$ cat src/rtl/cpr_pkg.sv
// Constants for the codec path control register bank.
// Assumes a host that reaches the bank through the serial control port.
package cpr_pkg;

  // ----------------------------------------------------------------------
  // Register addresses (address byte bits 6..3)
  // ----------------------------------------------------------------------
  localparam logic [3:0] ADDR_PCM   = 4'h1;
  localparam logic [3:0] ADDR_RXINJ = 4'h2;
  localparam logic [3:0] ADDR_TXINJ = 4'h3;
  localparam logic [3:0] ADDR_ROUTE = 4'h4;
  localparam logic [3:0] ADDR_GAIN  = 4'h5;
  localparam logic [3:0] ADDR_ATTEN = 4'h6;

  // ----------------------------------------------------------------------
  // Address byte fields
  // ----------------------------------------------------------------------
  localparam int BIT_SECOND = 1;
  localparam int BIT_READ   = 2;
  localparam int ADDR_LSB   = 3;

  // ----------------------------------------------------------------------
  // Field positions
  // ----------------------------------------------------------------------
  localparam int PCM_TIMING_HI = 7;
  localparam int PCM_TIMING_LO = 6;
  localparam int PCM_LATCH     = 5;
  localparam int PCM_RX_SRC    = 4;
  localparam int PCM_TX_SRC    = 3;
  localparam int PCM_VOICE_EN  = 2;
  localparam int PCM_SLOT      = 1;
  localparam int PCM_CLK_SRC   = 0;
  localparam int RT_MIC_HI     = 7;
  localparam int RT_MIC_LO     = 6;
  localparam int RT_SIDETONE   = 5;
  localparam int RT_OUT_HI     = 4;
  localparam int RT_OUT_LO     = 3;
  localparam int RT_TONE       = 2;
  localparam int RT_HP_BYPASS  = 1;
  localparam int RT_RX_ON      = 0;

  // ----------------------------------------------------------------------
  // Reset values and encodings
  // ----------------------------------------------------------------------
  localparam logic [7:0] RESET_BYTE = 8'h00;
  localparam logic [1:0] OUT_FORBIDDEN = 2'h3;

  typedef enum logic [1:0] {
    TIMING_DELAYED  = 2'b00,
    TIMING_NORMAL   = 2'b01,
    TIMING_REVERSE  = 2'b10
  } cpr_timing_t;

  typedef enum logic [1:0] {
    ST_ADDR = 2'b00,
    ST_DATA = 2'b01
  } cpr_state_t;

endpackage

$ cat src/rtl/cpr_regs.sv
// Codec path control register bank with its serial control port.
// Assumes chip select, serial clock edge and data are already synchronous.
`timescale 1ns/1ps
module cpr_regs
(
  input  wire logic       sys_clk_i,
  input  wire logic       reset_n_i,
  input  wire logic       clk_en_i,
  input  wire logic       ctl_sel_n_i,
  input  wire logic       ctl_shift_i,
  input  wire logic       ctl_data_i,
  input  wire logic       companded_i,
  input  wire logic [7:0] rx_path_byte_i,
  input  wire logic [7:0] serial_rx_in_byte_i,
  input  wire logic       rx_byte_stb_i,
  input  wire logic [7:0] tx_path_byte_i,
  output logic            ctl_data_o,
  output logic [1:0]      timing_mode_o,
  output logic            general_latch_out_o,
  output logic [7:0]      rx_path_feed_o,
  output logic [7:0]      serial_tx_out_byte_o,
  output logic            voice_xfer_on_o,
  output logic            slot_channel_sel_o,
  output logic            clock_source_sel_o,
  output logic [1:0]      mic_sel_o,
  output logic            sidetone_on_o,
  output logic            earpiece_out_on_o,
  output logic            loudspeaker_out_on_o,
  output logic            tone_to_output_on_o,
  output logic            highpass_on_o,
  output logic            rx_signal_on_o,
  output logic [3:0]      tx_gain_code_o,
  output logic [3:0]      sidetone_gain_code_o,
  output logic [3:0]      earpiece_atten_o,
  output logic [3:0]      extra_amp_atten_o
);

  // ----------------------------------------------------------------------
  // Storage
  // ----------------------------------------------------------------------
  logic [7:0]          pcm_reg;
  logic [7:0]          rxinj_reg;
  logic [7:0]          rxcap_reg;
  logic [7:0]          txinj_reg;
  logic [7:0]          route_reg;
  logic [7:0]          gain_reg;
  logic [7:0]          atten_reg;
  logic [7:0]          shift_reg;
  logic [7:0]          addr_reg;
  logic [7:0]          rd_reg;
  logic [2:0]          cnt_reg;
  cpr_pkg::cpr_state_t state_reg;

  // ----------------------------------------------------------------------
  // Decoding
  // ----------------------------------------------------------------------
  wire        active    = clk_en_i && !ctl_sel_n_i && ctl_shift_i;
  wire [7:0]  shifted   = {shift_reg[6:0], ctl_data_i};
  wire        byte_done = active && (cnt_reg == 3'h7);
  wire        in_data   = (state_reg == cpr_pkg::ST_DATA);
  wire [3:0]  sel       = addr_reg[cpr_pkg::ADDR_LSB +: 4];
  wire        wr_now    = byte_done && in_data && !addr_reg[cpr_pkg::BIT_READ];
  wire        has_data  = shifted[cpr_pkg::BIT_SECOND];
  wire        rd_req    = shifted[cpr_pkg::BIT_READ];
  wire [3:0]  rd_sel    = shifted[cpr_pkg::ADDR_LSB +: 4];
  wire        route_ok  = shifted[cpr_pkg::RT_OUT_HI -: 2]
                          != cpr_pkg::OUT_FORBIDDEN;

  // Reading the receive-injection address returns received data.
  function automatic logic [7:0] read_mux
  (
    input logic [3:0] a
  );
    logic [7:0] v;
    v = 8'h00;
    if (a == cpr_pkg::ADDR_PCM)
      v = pcm_reg;
    else if (a == cpr_pkg::ADDR_RXINJ)
      v = rxcap_reg;
    else if (a == cpr_pkg::ADDR_ROUTE)
      v = route_reg;
    else if (a == cpr_pkg::ADDR_GAIN)
      v = gain_reg;
    else if (a == cpr_pkg::ADDR_ATTEN)
      v = atten_reg;
    return v;
  endfunction

  // ----------------------------------------------------------------------
  // Serial control port (address byte then data byte, MSB first)
  // ----------------------------------------------------------------------
  always_ff @(posedge sys_clk_i)
  begin
    if (!reset_n_i)
    begin
      shift_reg <= 8'h00;
      addr_reg  <= 8'h00;
      rd_reg    <= 8'h00;
      cnt_reg   <= 3'h0;
      state_reg <= cpr_pkg::ST_ADDR;
    end
    else if (clk_en_i && ctl_sel_n_i)
    begin
      cnt_reg   <= 3'h0;
      state_reg <= cpr_pkg::ST_ADDR;
    end
    else if (active)
    begin
      shift_reg <= shifted;
      cnt_reg   <= cnt_reg + 3'h1;
      rd_reg    <= {rd_reg[6:0], 1'b0};
      if (byte_done && !in_data && has_data)
      begin
        addr_reg  <= shifted;
        state_reg <= cpr_pkg::ST_DATA;
        if (rd_req)
          rd_reg <= read_mux(rd_sel);
      end
      else if (byte_done)
        state_reg <= cpr_pkg::ST_ADDR;
    end
  end

  // ----------------------------------------------------------------------
  // Register writes
  // ----------------------------------------------------------------------
  always_ff @(posedge sys_clk_i)
  begin
    if (!reset_n_i)
    begin
      pcm_reg   <= cpr_pkg::RESET_BYTE;
      rxinj_reg <= cpr_pkg::RESET_BYTE;
      rxcap_reg <= cpr_pkg::RESET_BYTE;
      txinj_reg <= cpr_pkg::RESET_BYTE;
      route_reg <= cpr_pkg::RESET_BYTE;
      gain_reg  <= cpr_pkg::RESET_BYTE;
      atten_reg <= cpr_pkg::RESET_BYTE;
    end
    else if (clk_en_i)
    begin
      if (rx_byte_stb_i)
        rxcap_reg <= serial_rx_in_byte_i;
      if (wr_now && sel == cpr_pkg::ADDR_PCM)
        pcm_reg <= shifted;
      if (wr_now && sel == cpr_pkg::ADDR_RXINJ)
        rxinj_reg <= shifted;
      if (wr_now && sel == cpr_pkg::ADDR_TXINJ)
        txinj_reg <= shifted;
      // A forbidden output code is dropped so both outputs never drive.
      if (wr_now && sel == cpr_pkg::ADDR_ROUTE && route_ok)
        route_reg <= shifted;
      if (wr_now && sel == cpr_pkg::ADDR_GAIN)
        gain_reg <= shifted;
      if (wr_now && sel == cpr_pkg::ADDR_ATTEN)
        atten_reg <= shifted;
    end
  end

  // ----------------------------------------------------------------------
  // Path control decode
  // ----------------------------------------------------------------------
  wire [1:0] tsel = pcm_reg[cpr_pkg::PCM_TIMING_HI -: 2];
  wire [1:0] timing_w = !tsel[1] ? cpr_pkg::TIMING_DELAYED :
                        (tsel[0] ? cpr_pkg::TIMING_REVERSE
                                 : cpr_pkg::TIMING_NORMAL);
  wire       cmp    = companded_i;
  wire       rx_inj = pcm_reg[cpr_pkg::PCM_RX_SRC] && cmp;
  wire       tx_inj = pcm_reg[cpr_pkg::PCM_TX_SRC] && cmp;
  wire [7:0] rx_w   = rx_inj ? rxinj_reg : rx_path_byte_i;
  wire [7:0] tx_w   = tx_inj ? txinj_reg : tx_path_byte_i;
  wire [1:0] osel   = route_reg[cpr_pkg::RT_OUT_HI -: 2];
  wire       rx_en  = route_reg[cpr_pkg::RT_RX_ON];

  always_ff @(posedge sys_clk_i)
  begin
    if (!reset_n_i)
    begin
      ctl_data_o           <= 1'b0;
      timing_mode_o        <= cpr_pkg::TIMING_DELAYED;
      general_latch_out_o  <= 1'b1;
      rx_path_feed_o       <= 8'h00;
      serial_tx_out_byte_o <= 8'h00;
      voice_xfer_on_o      <= 1'b0;
      slot_channel_sel_o   <= 1'b0;
      clock_source_sel_o   <= 1'b0;
      mic_sel_o            <= 2'h0;
      sidetone_on_o        <= 1'b0;
      earpiece_out_on_o    <= 1'b0;
      loudspeaker_out_on_o <= 1'b0;
      tone_to_output_on_o  <= 1'b0;
      highpass_on_o        <= 1'b1;
      rx_signal_on_o       <= 1'b0;
      tx_gain_code_o       <= 4'h0;
      sidetone_gain_code_o <= 4'h0;
      earpiece_atten_o     <= 4'h0;
      extra_amp_atten_o    <= 4'h0;
    end
    else if (clk_en_i)
    begin
      ctl_data_o           <= rd_reg[7];
      timing_mode_o        <= timing_w;
      general_latch_out_o  <= !pcm_reg[cpr_pkg::PCM_LATCH];
      rx_path_feed_o       <= rx_w;
      serial_tx_out_byte_o <= tx_w;
      voice_xfer_on_o      <= pcm_reg[cpr_pkg::PCM_VOICE_EN];
      slot_channel_sel_o   <= pcm_reg[cpr_pkg::PCM_SLOT] && cmp;
      clock_source_sel_o   <= pcm_reg[cpr_pkg::PCM_CLK_SRC];
      mic_sel_o            <= route_reg[cpr_pkg::RT_MIC_HI -: 2];
      sidetone_on_o        <= route_reg[cpr_pkg::RT_SIDETONE];
      earpiece_out_on_o    <= (osel == 2'h1);
      loudspeaker_out_on_o <= (osel == 2'h2);
      tone_to_output_on_o  <= route_reg[cpr_pkg::RT_TONE];
      highpass_on_o        <= !route_reg[cpr_pkg::RT_HP_BYPASS];
      rx_signal_on_o       <= rx_en;
      tx_gain_code_o       <= gain_reg[7:4];
      sidetone_gain_code_o <= gain_reg[3:0];
      earpiece_atten_o     <= atten_reg[7:4];
      extra_amp_atten_o    <= atten_reg[3:0];
    end
  end

  // ----------------------------------------------------------------------
  // Checks
  // ----------------------------------------------------------------------
  AST_TIMING: assert property (@(posedge sys_clk_i)
    disable iff (!reset_n_i)
    clk_en_i && !pcm_reg[7] |=> timing_mode_o == cpr_pkg::TIMING_DELAYED)
    else $error("Timing mode not delayed with top bit clear.");

  AST_RX_SRC: assert property (@(posedge sys_clk_i)
    disable iff (!reset_n_i)
    clk_en_i && rx_inj |=> rx_path_feed_o == $past(rxinj_reg))
    else $error("Receive path not fed from injection register.");

  AST_RX_PATH: assert property (@(posedge sys_clk_i)
    disable iff (!reset_n_i)
    clk_en_i && !rx_inj |=> rx_path_feed_o == $past(rx_path_byte_i))
    else $error("Receive path not fed from serial input.");

  AST_TX_SRC: assert property (@(posedge sys_clk_i)
    disable iff (!reset_n_i)
    clk_en_i && !pcm_reg[3] |=> serial_tx_out_byte_o == $past(tx_path_byte_i))
    else $error("Transmit output not from transmit path.");

  AST_TX_INJ: assert property (@(posedge sys_clk_i)
    disable iff (!reset_n_i)
    clk_en_i && tx_inj |=> serial_tx_out_byte_o == $past(txinj_reg))
    else $error("Transmit output not from injection register.");

  AST_VOICE: assert property (@(posedge sys_clk_i)
    disable iff (!reset_n_i)
    clk_en_i |=> voice_xfer_on_o == $past(pcm_reg[2]))
    else $error("Voice enable does not follow its bit.");

  AST_SLOT: assert property (@(posedge sys_clk_i)
    disable iff (!reset_n_i)
    clk_en_i |=> slot_channel_sel_o == $past(pcm_reg[1] && companded_i))
    else $error("Slot channel select wrong.");

  AST_CLK_SRC: assert property (@(posedge sys_clk_i)
    disable iff (!reset_n_i)
    clk_en_i |=> clock_source_sel_o == $past(pcm_reg[0]))
    else $error("Clock source select does not follow its bit.");

  AST_RXCAP: assert property (@(posedge sys_clk_i)
    disable iff (!reset_n_i)
    clk_en_i && rx_byte_stb_i |=> rxcap_reg == $past(serial_rx_in_byte_i))
    else $error("Received byte not captured for readback.");

  AST_MIC: assert property (@(posedge sys_clk_i)
    disable iff (!reset_n_i)
    clk_en_i |=> mic_sel_o == $past(route_reg[7:6]))
    else $error("Microphone select does not follow its field.");

  AST_SIDETONE: assert property (@(posedge sys_clk_i)
    disable iff (!reset_n_i)
    clk_en_i |=> sidetone_on_o == $past(route_reg[5]))
    else $error("Sidetone enable does not follow its bit.");

  AST_OUT_EXCL: assert property (@(posedge sys_clk_i)
    disable iff (!reset_n_i)
    !(earpiece_out_on_o && loudspeaker_out_on_o))
    else $error("Earpiece and loudspeaker both selected.");

  AST_ROUTE_KEEP: assert property (@(posedge sys_clk_i)
    disable iff (!reset_n_i)
    wr_now && sel == cpr_pkg::ADDR_ROUTE && !route_ok
    |=> route_reg == $past(route_reg))
    else $error("Forbidden output code was stored.");

  AST_EAR_SEL: assert property (@(posedge sys_clk_i)
    disable iff (!reset_n_i)
    clk_en_i |=> earpiece_out_on_o == ($past(route_reg[4:3]) == 2'h1))
    else $error("Earpiece select does not follow its code.");

  AST_TONE: assert property (@(posedge sys_clk_i)
    disable iff (!reset_n_i)
    clk_en_i |=> tone_to_output_on_o == $past(route_reg[2]))
    else $error("Tone routing does not follow its bit.");

  AST_HPF: assert property (@(posedge sys_clk_i)
    disable iff (!reset_n_i)
    clk_en_i |=> highpass_on_o != $past(route_reg[1]))
    else $error("High-pass polarity wrong.");

  AST_RX_ON: assert property (@(posedge sys_clk_i)
    disable iff (!reset_n_i)
    clk_en_i |=> rx_signal_on_o == $past(route_reg[0]))
    else $error("Receive signal enable does not follow its bit.");

  AST_SIDE_GAIN: assert property (@(posedge sys_clk_i)
    disable iff (!reset_n_i)
    clk_en_i |=> sidetone_gain_code_o == $past(gain_reg[3:0]))
    else $error("Sidetone gain code does not follow its nibble.");

  AST_ATTEN: assert property (@(posedge sys_clk_i)
    disable iff (!reset_n_i)
    clk_en_i |=> {earpiece_atten_o, extra_amp_atten_o} == $past(atten_reg))
    else $error("Attenuation codes do not follow their nibbles.");

  AST_GAIN_WR: assert property (@(posedge sys_clk_i)
    disable iff (!reset_n_i)
    wr_now && sel == cpr_pkg::ADDR_GAIN ##1 clk_en_i [*2]
    |-> tx_gain_code_o == $past(shifted[7:4], 2))
    else $error("Transmit gain code not updated after write.");
  AST_RESET: assert property (@(posedge sys_clk_i)
    $past(!reset_n_i) |-> route_reg == 8'h00 && gain_reg == 8'h00)
    else $error("Registers not cleared by reset.");

endmodule // cpr_regs

$ cat config.mk
export PLATFORM = sky130hd
export DESIGN_NAME = cpr_regs
export DESIGN_NICKNAME = d
export VERILOG_FILES = /design/src/rtl/cpr_pkg.sv /design/src/rtl/cpr_regs.sv
export SDC_FILE = /design/constraint.sdc
export NUM_CORES = 1
export LEC_CHECK = 0
export ABC_AREA = 1
export BUFFER_PORTS_ARGS = -buffer_cell sky130_fd_sc_hd__buf_2
export CORE_ASPECT_RATIO = 0.8
export CORE_MARGIN = 2
export CORE_UTILIZATION = 51
export CTS_CLUSTER_DIAMETER = 150
export CTS_CLUSTER_SIZE = 24
export DETAILED_ROUTE_END_ITERATION = 6
export GPL_TIMING_DRIVEN = 0
export PLACE_DENSITY = 0.82
export SYNTH_ARGS = -nofsm -noshare
export SYNTH_HDL_FRONTEND = slang
export SYNTH_SLANG_ARGS = --single-unit
export TNS_END_PERCENT = 30
$ cat constraint.sdc
create_clock -name sys_clk_i -period 1.5 [get_ports sys_clk_i]
set_clock_uncertainty 0.2 [all_clocks]
set_input_delay 0.3 -clock sys_clk_i [delete_from_list [all_inputs] [get_ports sys_clk_i]]
set_output_delay 0.3 -clock sys_clk_i [all_outputs]
set_load 0.05 [all_outputs]
Word level (Yosys, flattened, before mapping)
Cells that the tools add are included.
{"block": "word_totals", "regBits": 130, "latchBits": 0, "mem_bits_rw": 0, "romBits": 0, "in_bits": 32, "output_inout_bits": 47, "word_cells": 98, "n_memories": 0}
{"block": "op_classes", "n_addsub": 1, "n_mul": 0, "n_div": 0, "order_cmp": 0, "n_eq_ne": 16, "n_shift": 0, "muxes": 13, "bitwise": 2, "n_reduce_logical": 35}
{"op": "2-to-1 mux 8 bit", "count": 9}
{"op": "== test 4 x 3 -> 1 bit, second input constant", "count": 6}
{"op": "logical AND 1 bit", "count": 18}
{"op": "AND reduction 2 bit", "count": 9}
{"op": "== test 4 x 2 -> 1 bit, second input constant", "count": 3}
{"op": "== test 4 x 1 -> 1 bit, second input constant", "count": 2}
{"op": "2-to-1 mux 2 bit", "count": 4}
{"op": "logical NOT 1 bit", "count": 5}
{"op": "== test 2 x 1 -> 1 bit, second input constant", "count": 2}
{"op": "adder 3 x 1 -> 3 bit, second input constant", "count": 1}
{"op": "== test 3 bit, second input constant", "count": 1}
{"op": "AND reduction 3 bit", "count": 1}
{"op": "== test 2 bit, second input constant", "count": 1}
{"op": "inequality test 2 bit, second input constant", "count": 1}
{"op": "inverter 1 bit", "count": 2}
{"op": "nonzero test 2 bit", "count": 1}
{"op": "OR reduction 2 bit", "count": 1}

Depth between registers and ports, before layout
Gate-level depths: netlist of the first run.
{"block": "logic_depth", "word_depth": 9, "depth_mapped": 9, "depth_no_buf": 8}

Least setup slack after synthesis of the first run
Ideal clock, no wire load.
{"block": "synth_path", "path_kind": "register -> register", "startpoint": "reg cnt_reg[0]", "endpoint": "reg atten_reg[2]", "setup_time_ns": 0.116, "t_arrival_ns": 1.321, "t_required_ns": 1.184, "slack_ns": -0.137, "path_stages_with_launch": 8, "n_path_buf": 0, "period_less_slack_ns": 1.637, "cell_sequence": "dfxtp_1 -> ha_1 -> ha_1 -> nand3_2 -> nor2_8 -> nand2_4 -> o21ai_0 -> nor2_1"}
{"block": "synth_via", "elab_chain_len": 6}
{"element": "start, declared", "line": "cpr_regs.sv:51", "source": "logic [2:0] cnt_reg;"}
{"element": "start signal, assigned", "line": "cpr_regs.sv:110", "source": "cnt_reg <= cnt_reg + 3'h1;"}
{"element": "== test 3 bit", "line": "cpr_regs.sv:59", "source": "wire byte_done = active && (cnt_reg == 3'h7);"}
{"element": "logical AND 1 bit", "line": "cpr_regs.sv:59"}
{"element": "logical AND 1 bit (2 in a row)", "line": "cpr_regs.sv:62", "source": "wire wr_now = byte_done && in_data && !addr_reg[cpr_pkg::BIT_READ];"}
{"element": "logical AND 1 bit", "line": "cpr_regs.sv:154", "source": "if (wr_now && sel == cpr_pkg::ADDR_ATTEN)"}
{"element": "AND reduction 2 bit (no source line)"}
{"element": "end signal, assigned", "line": "cpr_regs.sv:137", "source": "atten_reg <= cpr_pkg::RESET_BYTE;"}
{"element": "end signal, assigned", "line": "cpr_regs.sv:155", "source": "atten_reg <= shifted;"}
{"element": "end, declared", "line": "cpr_regs.sv:47", "source": "logic [7:0] atten_reg;"}
No other way between the ends.
A chain may end at the register's enable or synchronous reset.

Final worst setup path of the first run
{"block": "layout_path", "startpoint": "reg cnt_reg[1]", "endpoint": "reg rxinj_reg[2]"}
{"block": "layout_via", "elab_chain_len": 6}
{"element": "== test 3 bit", "line": "cpr_regs.sv:59"}
{"element": "logical AND 1 bit", "line": "cpr_regs.sv:59"}
{"element": "logical AND 1 bit (2 in a row)", "line": "cpr_regs.sv:62"}
{"element": "logical AND 1 bit", "line": "cpr_regs.sv:145", "source": "if (wr_now && sel == cpr_pkg::ADDR_RXINJ)"}
{"element": "AND reduction 2 bit (no source line)"}
{"element": "end signal, assigned", "line": "cpr_regs.sv:132", "source": "rxinj_reg <= cpr_pkg::RESET_BYTE;"}
{"element": "end signal, assigned", "line": "cpr_regs.sv:146", "source": "rxinj_reg <= shifted;"}
{"element": "end, declared", "line": "cpr_regs.sv:42", "source": "logic [7:0] rxinj_reg;"}
No other way between the ends.

==> impl_metrics.toml, run 1 <==
[yosys]
synthMostInstantiatedCell = "nor2_1"
ys_warn_count = 0
ys_seq_area_share_pct = 49.21
synth_top_cell_area_share_pct = 49.21
netlist_top_cells_area = "dfxtp_1 (49%), nor2_1 (14%), o21ai_0 (9.9%)"
synth_ff_type = "dfxtp_1"
synthTopCellsByCount = "nor2_1 (192), dfxtp_1 (127), o21ai_0 (102)"
synth-xor-area-share_pct = 0
synth_edf_count = 0
syn_area_per_cell_um2 = 7.466
async_reset_ff_share_pct = 0
synthAdderAreaFrac_pct = 0.4844
syn_inst = 692
syn_area_um2 = 5166
syn-num-nets = 726
ys_types = 28
synth_top_area_cell = "dfxtp_1"
synthMuxAreaShare_pct = 0
synth-simple-area-share_pct = 27.32
ys_ff_latch = 127
synth_top_family_by_area = "simple AND/OR/NAND/NOR gates"
synth_compound_area_share_pct = 16.90

[worst_setup_path]
critPathArrivalTime_ns = 1.83
required_ns = 1.64
cp-end-kind = "flip-flop"
critPathLaunchType = "flip-flop"
reg2reg_depth = 9
crit_chain = "ha_4 -> ha_4 -> nand3_4 -> nor2_8 -> buf_12 -> nand2_8 -> clkinv_8 -> nor2_2 -> nor2_2"
cp_top_family = "simple AND/OR/NAND/NOR gates"
path_buf_inv = 2
reg2reg_to = "rxinj_reg[2]"
cp_max_fo = 9
r2r_slack_ns = -0.18
cp_slowest_cell = "dfxtp_2"
timing.rr.start = "cnt_reg[1]"
crit_cells = 9
criticalPathCategory = "reg -> reg"
cpPeakStageDelay_ns = 0.34

[floorplanning]
fp.dieW_um = 116.5
die-area_um2 = 10960
ios = 79
core_area_um2 = 9729
initial_core_util_pct = 53.10
die_h_um = 94.02
rows = 32

[routing]
vias_per_cell = 5.577
drt_iter0_drc = 553
wire_per_inst_um = 16.66
postRouteAntennaNets = 0
num_vias = 5365
drc = 3
first_pass_iters = 7
routed_wl_mm = 16.03

[place]
portBuffers = 77
place_congestion = 0.9381
hpwlAfterDp_mm = 10.34
placed_area_um2 = 5757

[timing]
maxSlewHeadroom_pct = 53.60
layout_setup_ws_ns = -0.1817
fin_crit_sh_pct = 112.1
timing.hold.ws_ns = 0.01202
setup_viol = 61
fin_tns_setup_ns = -8.899
worstMarginPinSlew_ns = 0.6960
final-hold-violation-count = 0
report.final.slew_viol_count = 0
period_needed_ns = 1.682
rsz0062_at_grt = "yes"
fmax_mhz = 594.6

[power]
power_w = 0.008595
ir_worst_vdd_mv = 0.9997
leakage_nw = 3.073
p_per_area_nw_per_um2 = 1203

[hold_path]
min-delay-start = "tx_path_byte_i[3]"
hold_end = "serial_tx_out_byte_o[3]"
hold_path.class = "in -> reg"
hold_depth = 5

[cells_and_area]
design_area_um2 = 7146
drive_gt1_share_pct = 26.76
nets = 850
fin_util_pct = 73.44
diodes = 0
area_delta_synth_final_pct = 38.31

[grt]
grt_max_degree = 17
antenna_found_initial = 0
grt_pass1_wl_mm = 25.32
grt-ovfl-total = 0
grt_pass1_vias = 5010
track_usage_pct = 30.62

[cts]
root_buffer = "clkbuf_16"
clk_latency_ns = 0.42
cts_buffers = 17
tritoncts = "yes"
clock-sinks = 127
h-tree-depth = 4
clockBufferDepth = 2
clk_pin_slew_worst_paths_ns = 0.05

[flow_run]
drv_cap = 0

[run_status]
status = "finished with violations"
violations = "DRC, setup timing"
==> cell families after synthesis <==
| group | Yosys count |
|---|---|
| simple gates | 324 |
| fa+ha+maj | 2 |
| buf+inv | 73 |
| flops | 127 |
| compound gates | 166 |
==> where the power goes <==
group | internal, W | total (W) | switching, W
clock | 0.00266 | 0.00410 | 0.00144
sequential | 0.00348 | 0.00355 | 0.0000698
combinational | 0.000321 | 0.000947 | 0.000626
==> placed cells by master (no fill, tap or decap), types with 2 or more instances in the layout <==
cell type and count:
a21oi_1 35, buf_12 4, buf_2 33, buf_4 53
buf_6 14, bufinv_16 3, clkbuf_1 24, clkbuf_16 17
clkbuf_4 4, clkbuf_8 2, clkinv_2 3, clkinv_8 5
dfxtp_1 121, dfxtp_2 5, dlygate4sd3_1 8, ha_4 2
inv_1 29, inv_2 2, nand2_1 49, nand2_2 2
nand2_8 6, nand3_1 57, nand3_2 4, nand3b_1 2
nor2_1 171, nor2_2 20, nor2_4 6, o211ai_1 16
o21ai_0 58, o21ai_1 31, o21ai_2 24
==> metal layers <==
| layer | vias up | wire length [µm] | track usage, % |
|---|---|---|---|
| li1 | 2554 | - | - |
| met1 | 2504 | 6586 | 39.34 |
| met2 | 261 | 7624 | 49.61 |
| met3 | 46 | 1400 | 6.387 |
| met4 | 0 | 420 | 13.49 |
| met5 | - | 0 | 0 |
==> through the flow <==
step / setup WS (ns) / std cells
finish: -0.1817 / 962
detailed placement: -0.4742 / 905
global route: -0.3119 / 962
floorplan: -0.05404 / 692
global placement: -0.4595 / 905
CTS: -0.1715 / 962
==> layout make-up <==
type | count | area, µm²
Buffer | 35 | 203.9
Clock buffer | 22 | 464.2
Clock inverter | 7 | 112.6
Fill cell | 711 | 2584
Inverter | 38 | 212.7
Multi-Input combinational cell | 492 | 2608
Sequential cell | 127 | 2552
Tap cell | 136 | 170.2
Timing Repair Buffer | 105 | 822.0
==> tightest hold or removal path, stage by stage <==
cell,delay [ns]
buf_2,0.07
nand2_1,0.04
nand3_1,0.07
o211ai_1,0.07
inv_1,0.05
==> worst max-delay path by stage <==
stage	from	to	slack [ns]
2_1_floorplan	cnt_reg[1]	atten_reg[0]	-0.05
3_3_place_gp	shift_reg[0]	rd_reg[5]	-0.46
3_5_place_dp	shift_reg[4]	rd_reg[2]	-0.47
4_1_cts	cnt_reg[1]	pcm_reg[7]	-0.17
5_1_grt	shift_reg[0]	addr_reg[3]	-0.31
6_report	cnt_reg[1]	rxinj_reg[2]	-0.18
==> what timing repair did <==
item                       CTS  global route
resized for setup          117            40
pin swaps                   13             4
hold buffers                 8             0
hold endpoints to repair     8             0
setup buffers               18             0
setup endpoints to repair  109           101
cloned                       2             0
Power figures use the tool's default switching activity.
==> run 2: changes to the inputs <==
--- a/config.mk
+++ b/config.mk
@@ -13,8 +13,9 @@
 export CTS_CLUSTER_DIAMETER = 150
 export CTS_CLUSTER_SIZE = 24
 export DETAILED_ROUTE_END_ITERATION = 6
-export GPL_TIMING_DRIVEN = 0
+export GPL_TIMING_DRIVEN = 1
 export PLACE_DENSITY = 0.82
+export SKIP_LAST_GASP = 1
 export SYNTH_ARGS = -nofsm -noshare
 export SYNTH_HDL_FRONTEND = slang
 export SYNTH_SLANG_ARGS = --single-unit
==> impl_metrics.toml, run 2 (synthesized netlist as in run 1, its figures left out) <==
[run_status]
status = "finished with violations"
violations = "DRC, setup timing"

[cts]
cts_buffers = 17
clk_latency_ns = 0.41
clock-sinks = 127
tritoncts = "yes"
h-tree-depth = 4
root_buffer = "clkbuf_16"
clk_pin_slew_worst_paths_ns = 0.06
clockBufferDepth = 2

[timing]
maxSlewHeadroom_pct = 61.01
fin_crit_sh_pct = 116.6
rsz0062_at_grt = "yes"
layout_setup_ws_ns = -0.2494
final-hold-violation-count = 0
worstMarginPinSlew_ns = 0.5827
report.final.slew_viol_count = 0
fin_tns_setup_ns = -9.517
setup_viol = 81
period_needed_ns = 1.749
fmax_mhz = 571.6

[worst_setup_path]
reg2reg_to = "rd_reg[2]"
r2r_slack_ns = -0.25
criticalPathCategory = "reg -> reg"
cp_max_fo = 8
critPathLaunchType = "flip-flop"
critPathArrivalTime_ns = 1.83
reg2reg_depth = 7
timing.rr.start = "cnt_reg[1]"
cp-end-kind = "flip-flop"
required_ns = 1.58

[hold_path]
min-delay-start = "companded_i"
hold_path.class = "in -> reg"
hold_depth = 3
hold_end = "slot_channel_sel_o"

[flow_run]
drv_cap = 0

[cells_and_area]
layout_commonest_cell = "nor2_1"
multi_input_area_um2 = 2500
nets = 833
diodes = 0
final_cell_mix = "nor2_1 (184), dfxtp_1 (124), buf_2 (78), nand3_1 (60), o21ai_0 (57)"
area_delta_synth_final_pct = 31.97
drive_gt1_share_pct = 24.38
fin_cells = 948
fillers = 702
regArea_um2 = 2546

[routing]
drc = 7
first_pass_iters = 7
vias_per_cell = 5.648
num_vias = 5354
wire_per_inst_um = 16.64
routed_wl_mm = 15.77
drt_iter0_drc = 646
postRouteAntennaNets = 0

[grt]
grt_max_degree = 61
grt-ovfl-total = 0
grt_pass1_wl_mm = 24.16
grt_pass1_vias = 4823
antenna_found_initial = 0
track_usage_pct = 28.73

[place]
hpwlAfterDp_mm = 9.823
place_congestion = 0.9815
dp_slack_ns = -0.3089
dp.cells = 905
portBuffers = 78

[floorplanning]
fp.dieW_um = 116.5
die-area_um2 = 10960
core_area_um2 = 9729
rows = 32
ios = 79
die_h_um = 94.02
initial_core_util_pct = 53.10

[power]
p_per_area_nw_per_um2 = 1217
leakage_nw = 2.997
ir_worst_vdd_mv = 0.6744
-- run 2: through the flow --
step	hold slack [ns]	power [W]	utilization [%]	instance area, µm²
5_1_grt	0.03613	0.008575	70.07	6818
3_5_place_dp	0.2596	0.004413	60.84	5919
2_1_floorplan	0.2350	0.004149	-	5201
4_1_cts	0.01506	0.008264	68.71	6685
6_report	0.02384	0.008298	70.07	6818
3_3_place_gp	0.2540	0.004390	60.84	5919
-- run 2: how the worst max path moves through the flow --
stage / cells past startpoint / slack (ns) / end / from
floorplan: 7 / -0.05 / atten_reg[0] / cnt_reg[1]
global placement: 9 / -0.25 / pcm_reg[2] / clk_en_i
detailed placement: 6 / -0.31 / rd_reg[2] / shift_reg[4]
CTS: 9 / -0.17 / route_reg[2] / cnt_reg[1]
global route: 6 / -0.29 / rd_reg[2] / shift_reg[4]
finish: 7 / -0.25 / rd_reg[2] / cnt_reg[1]
-- run 2: report_power, final --
| part | switching (W) | internal (W) |
|---|---|---|
| clock | 0.00159 | 0.00230 |
| sequential | 0.0000622 | 0.00348 |
| combinational | 0.000601 | 0.000258 |
-- run 2: routing by layer --
layer / vias up / track usage, % / part of all wire (%)
met1: 2440 / 36.57 / 39
li1: 2513 / - / -
met5: - / 0 / 0
met2: 332 / 44.91 / 46
met3: 69 / 10.19 / 11
met4: 0 / 10.42 / 3.6
-- run 2: timing repair --
| action | 4_1_cts | 5_1_grt |
|---|---|---|
| resized for setup | 18 | 32 |
| buffers inserted | 1 | 1 |
| hold buffers | 8 | 0 |
| hold endpoints to repair | 8 | 0 |
| endpoints found under the setup margin | 87 | 111 |
| pin swaps | 2 | 7 |
| gates cloned | 0 | 1 |
-- run 2: area by class of cell --
cell class              instances  share of cell area (%)
clock inverters                14                   1.964
well taps                     136                   2.496
repair buffers                123                   12.33
multi-input cells             492                   36.67
inverters                      38                   2.900
flip-flops and latches        127                   37.35
clock buffers                  18                   6.295
-- run 2: critical path, cell delays in order (launching register included) --
cell and delay, ns:
dfxtp_2 0.35, ha_4 0.15, ha_4 0.15, buf_4 0.13, nand4_4 0.12, clkbuf_16 0.21
a21oi_1 0.20, a21oi_1 0.12
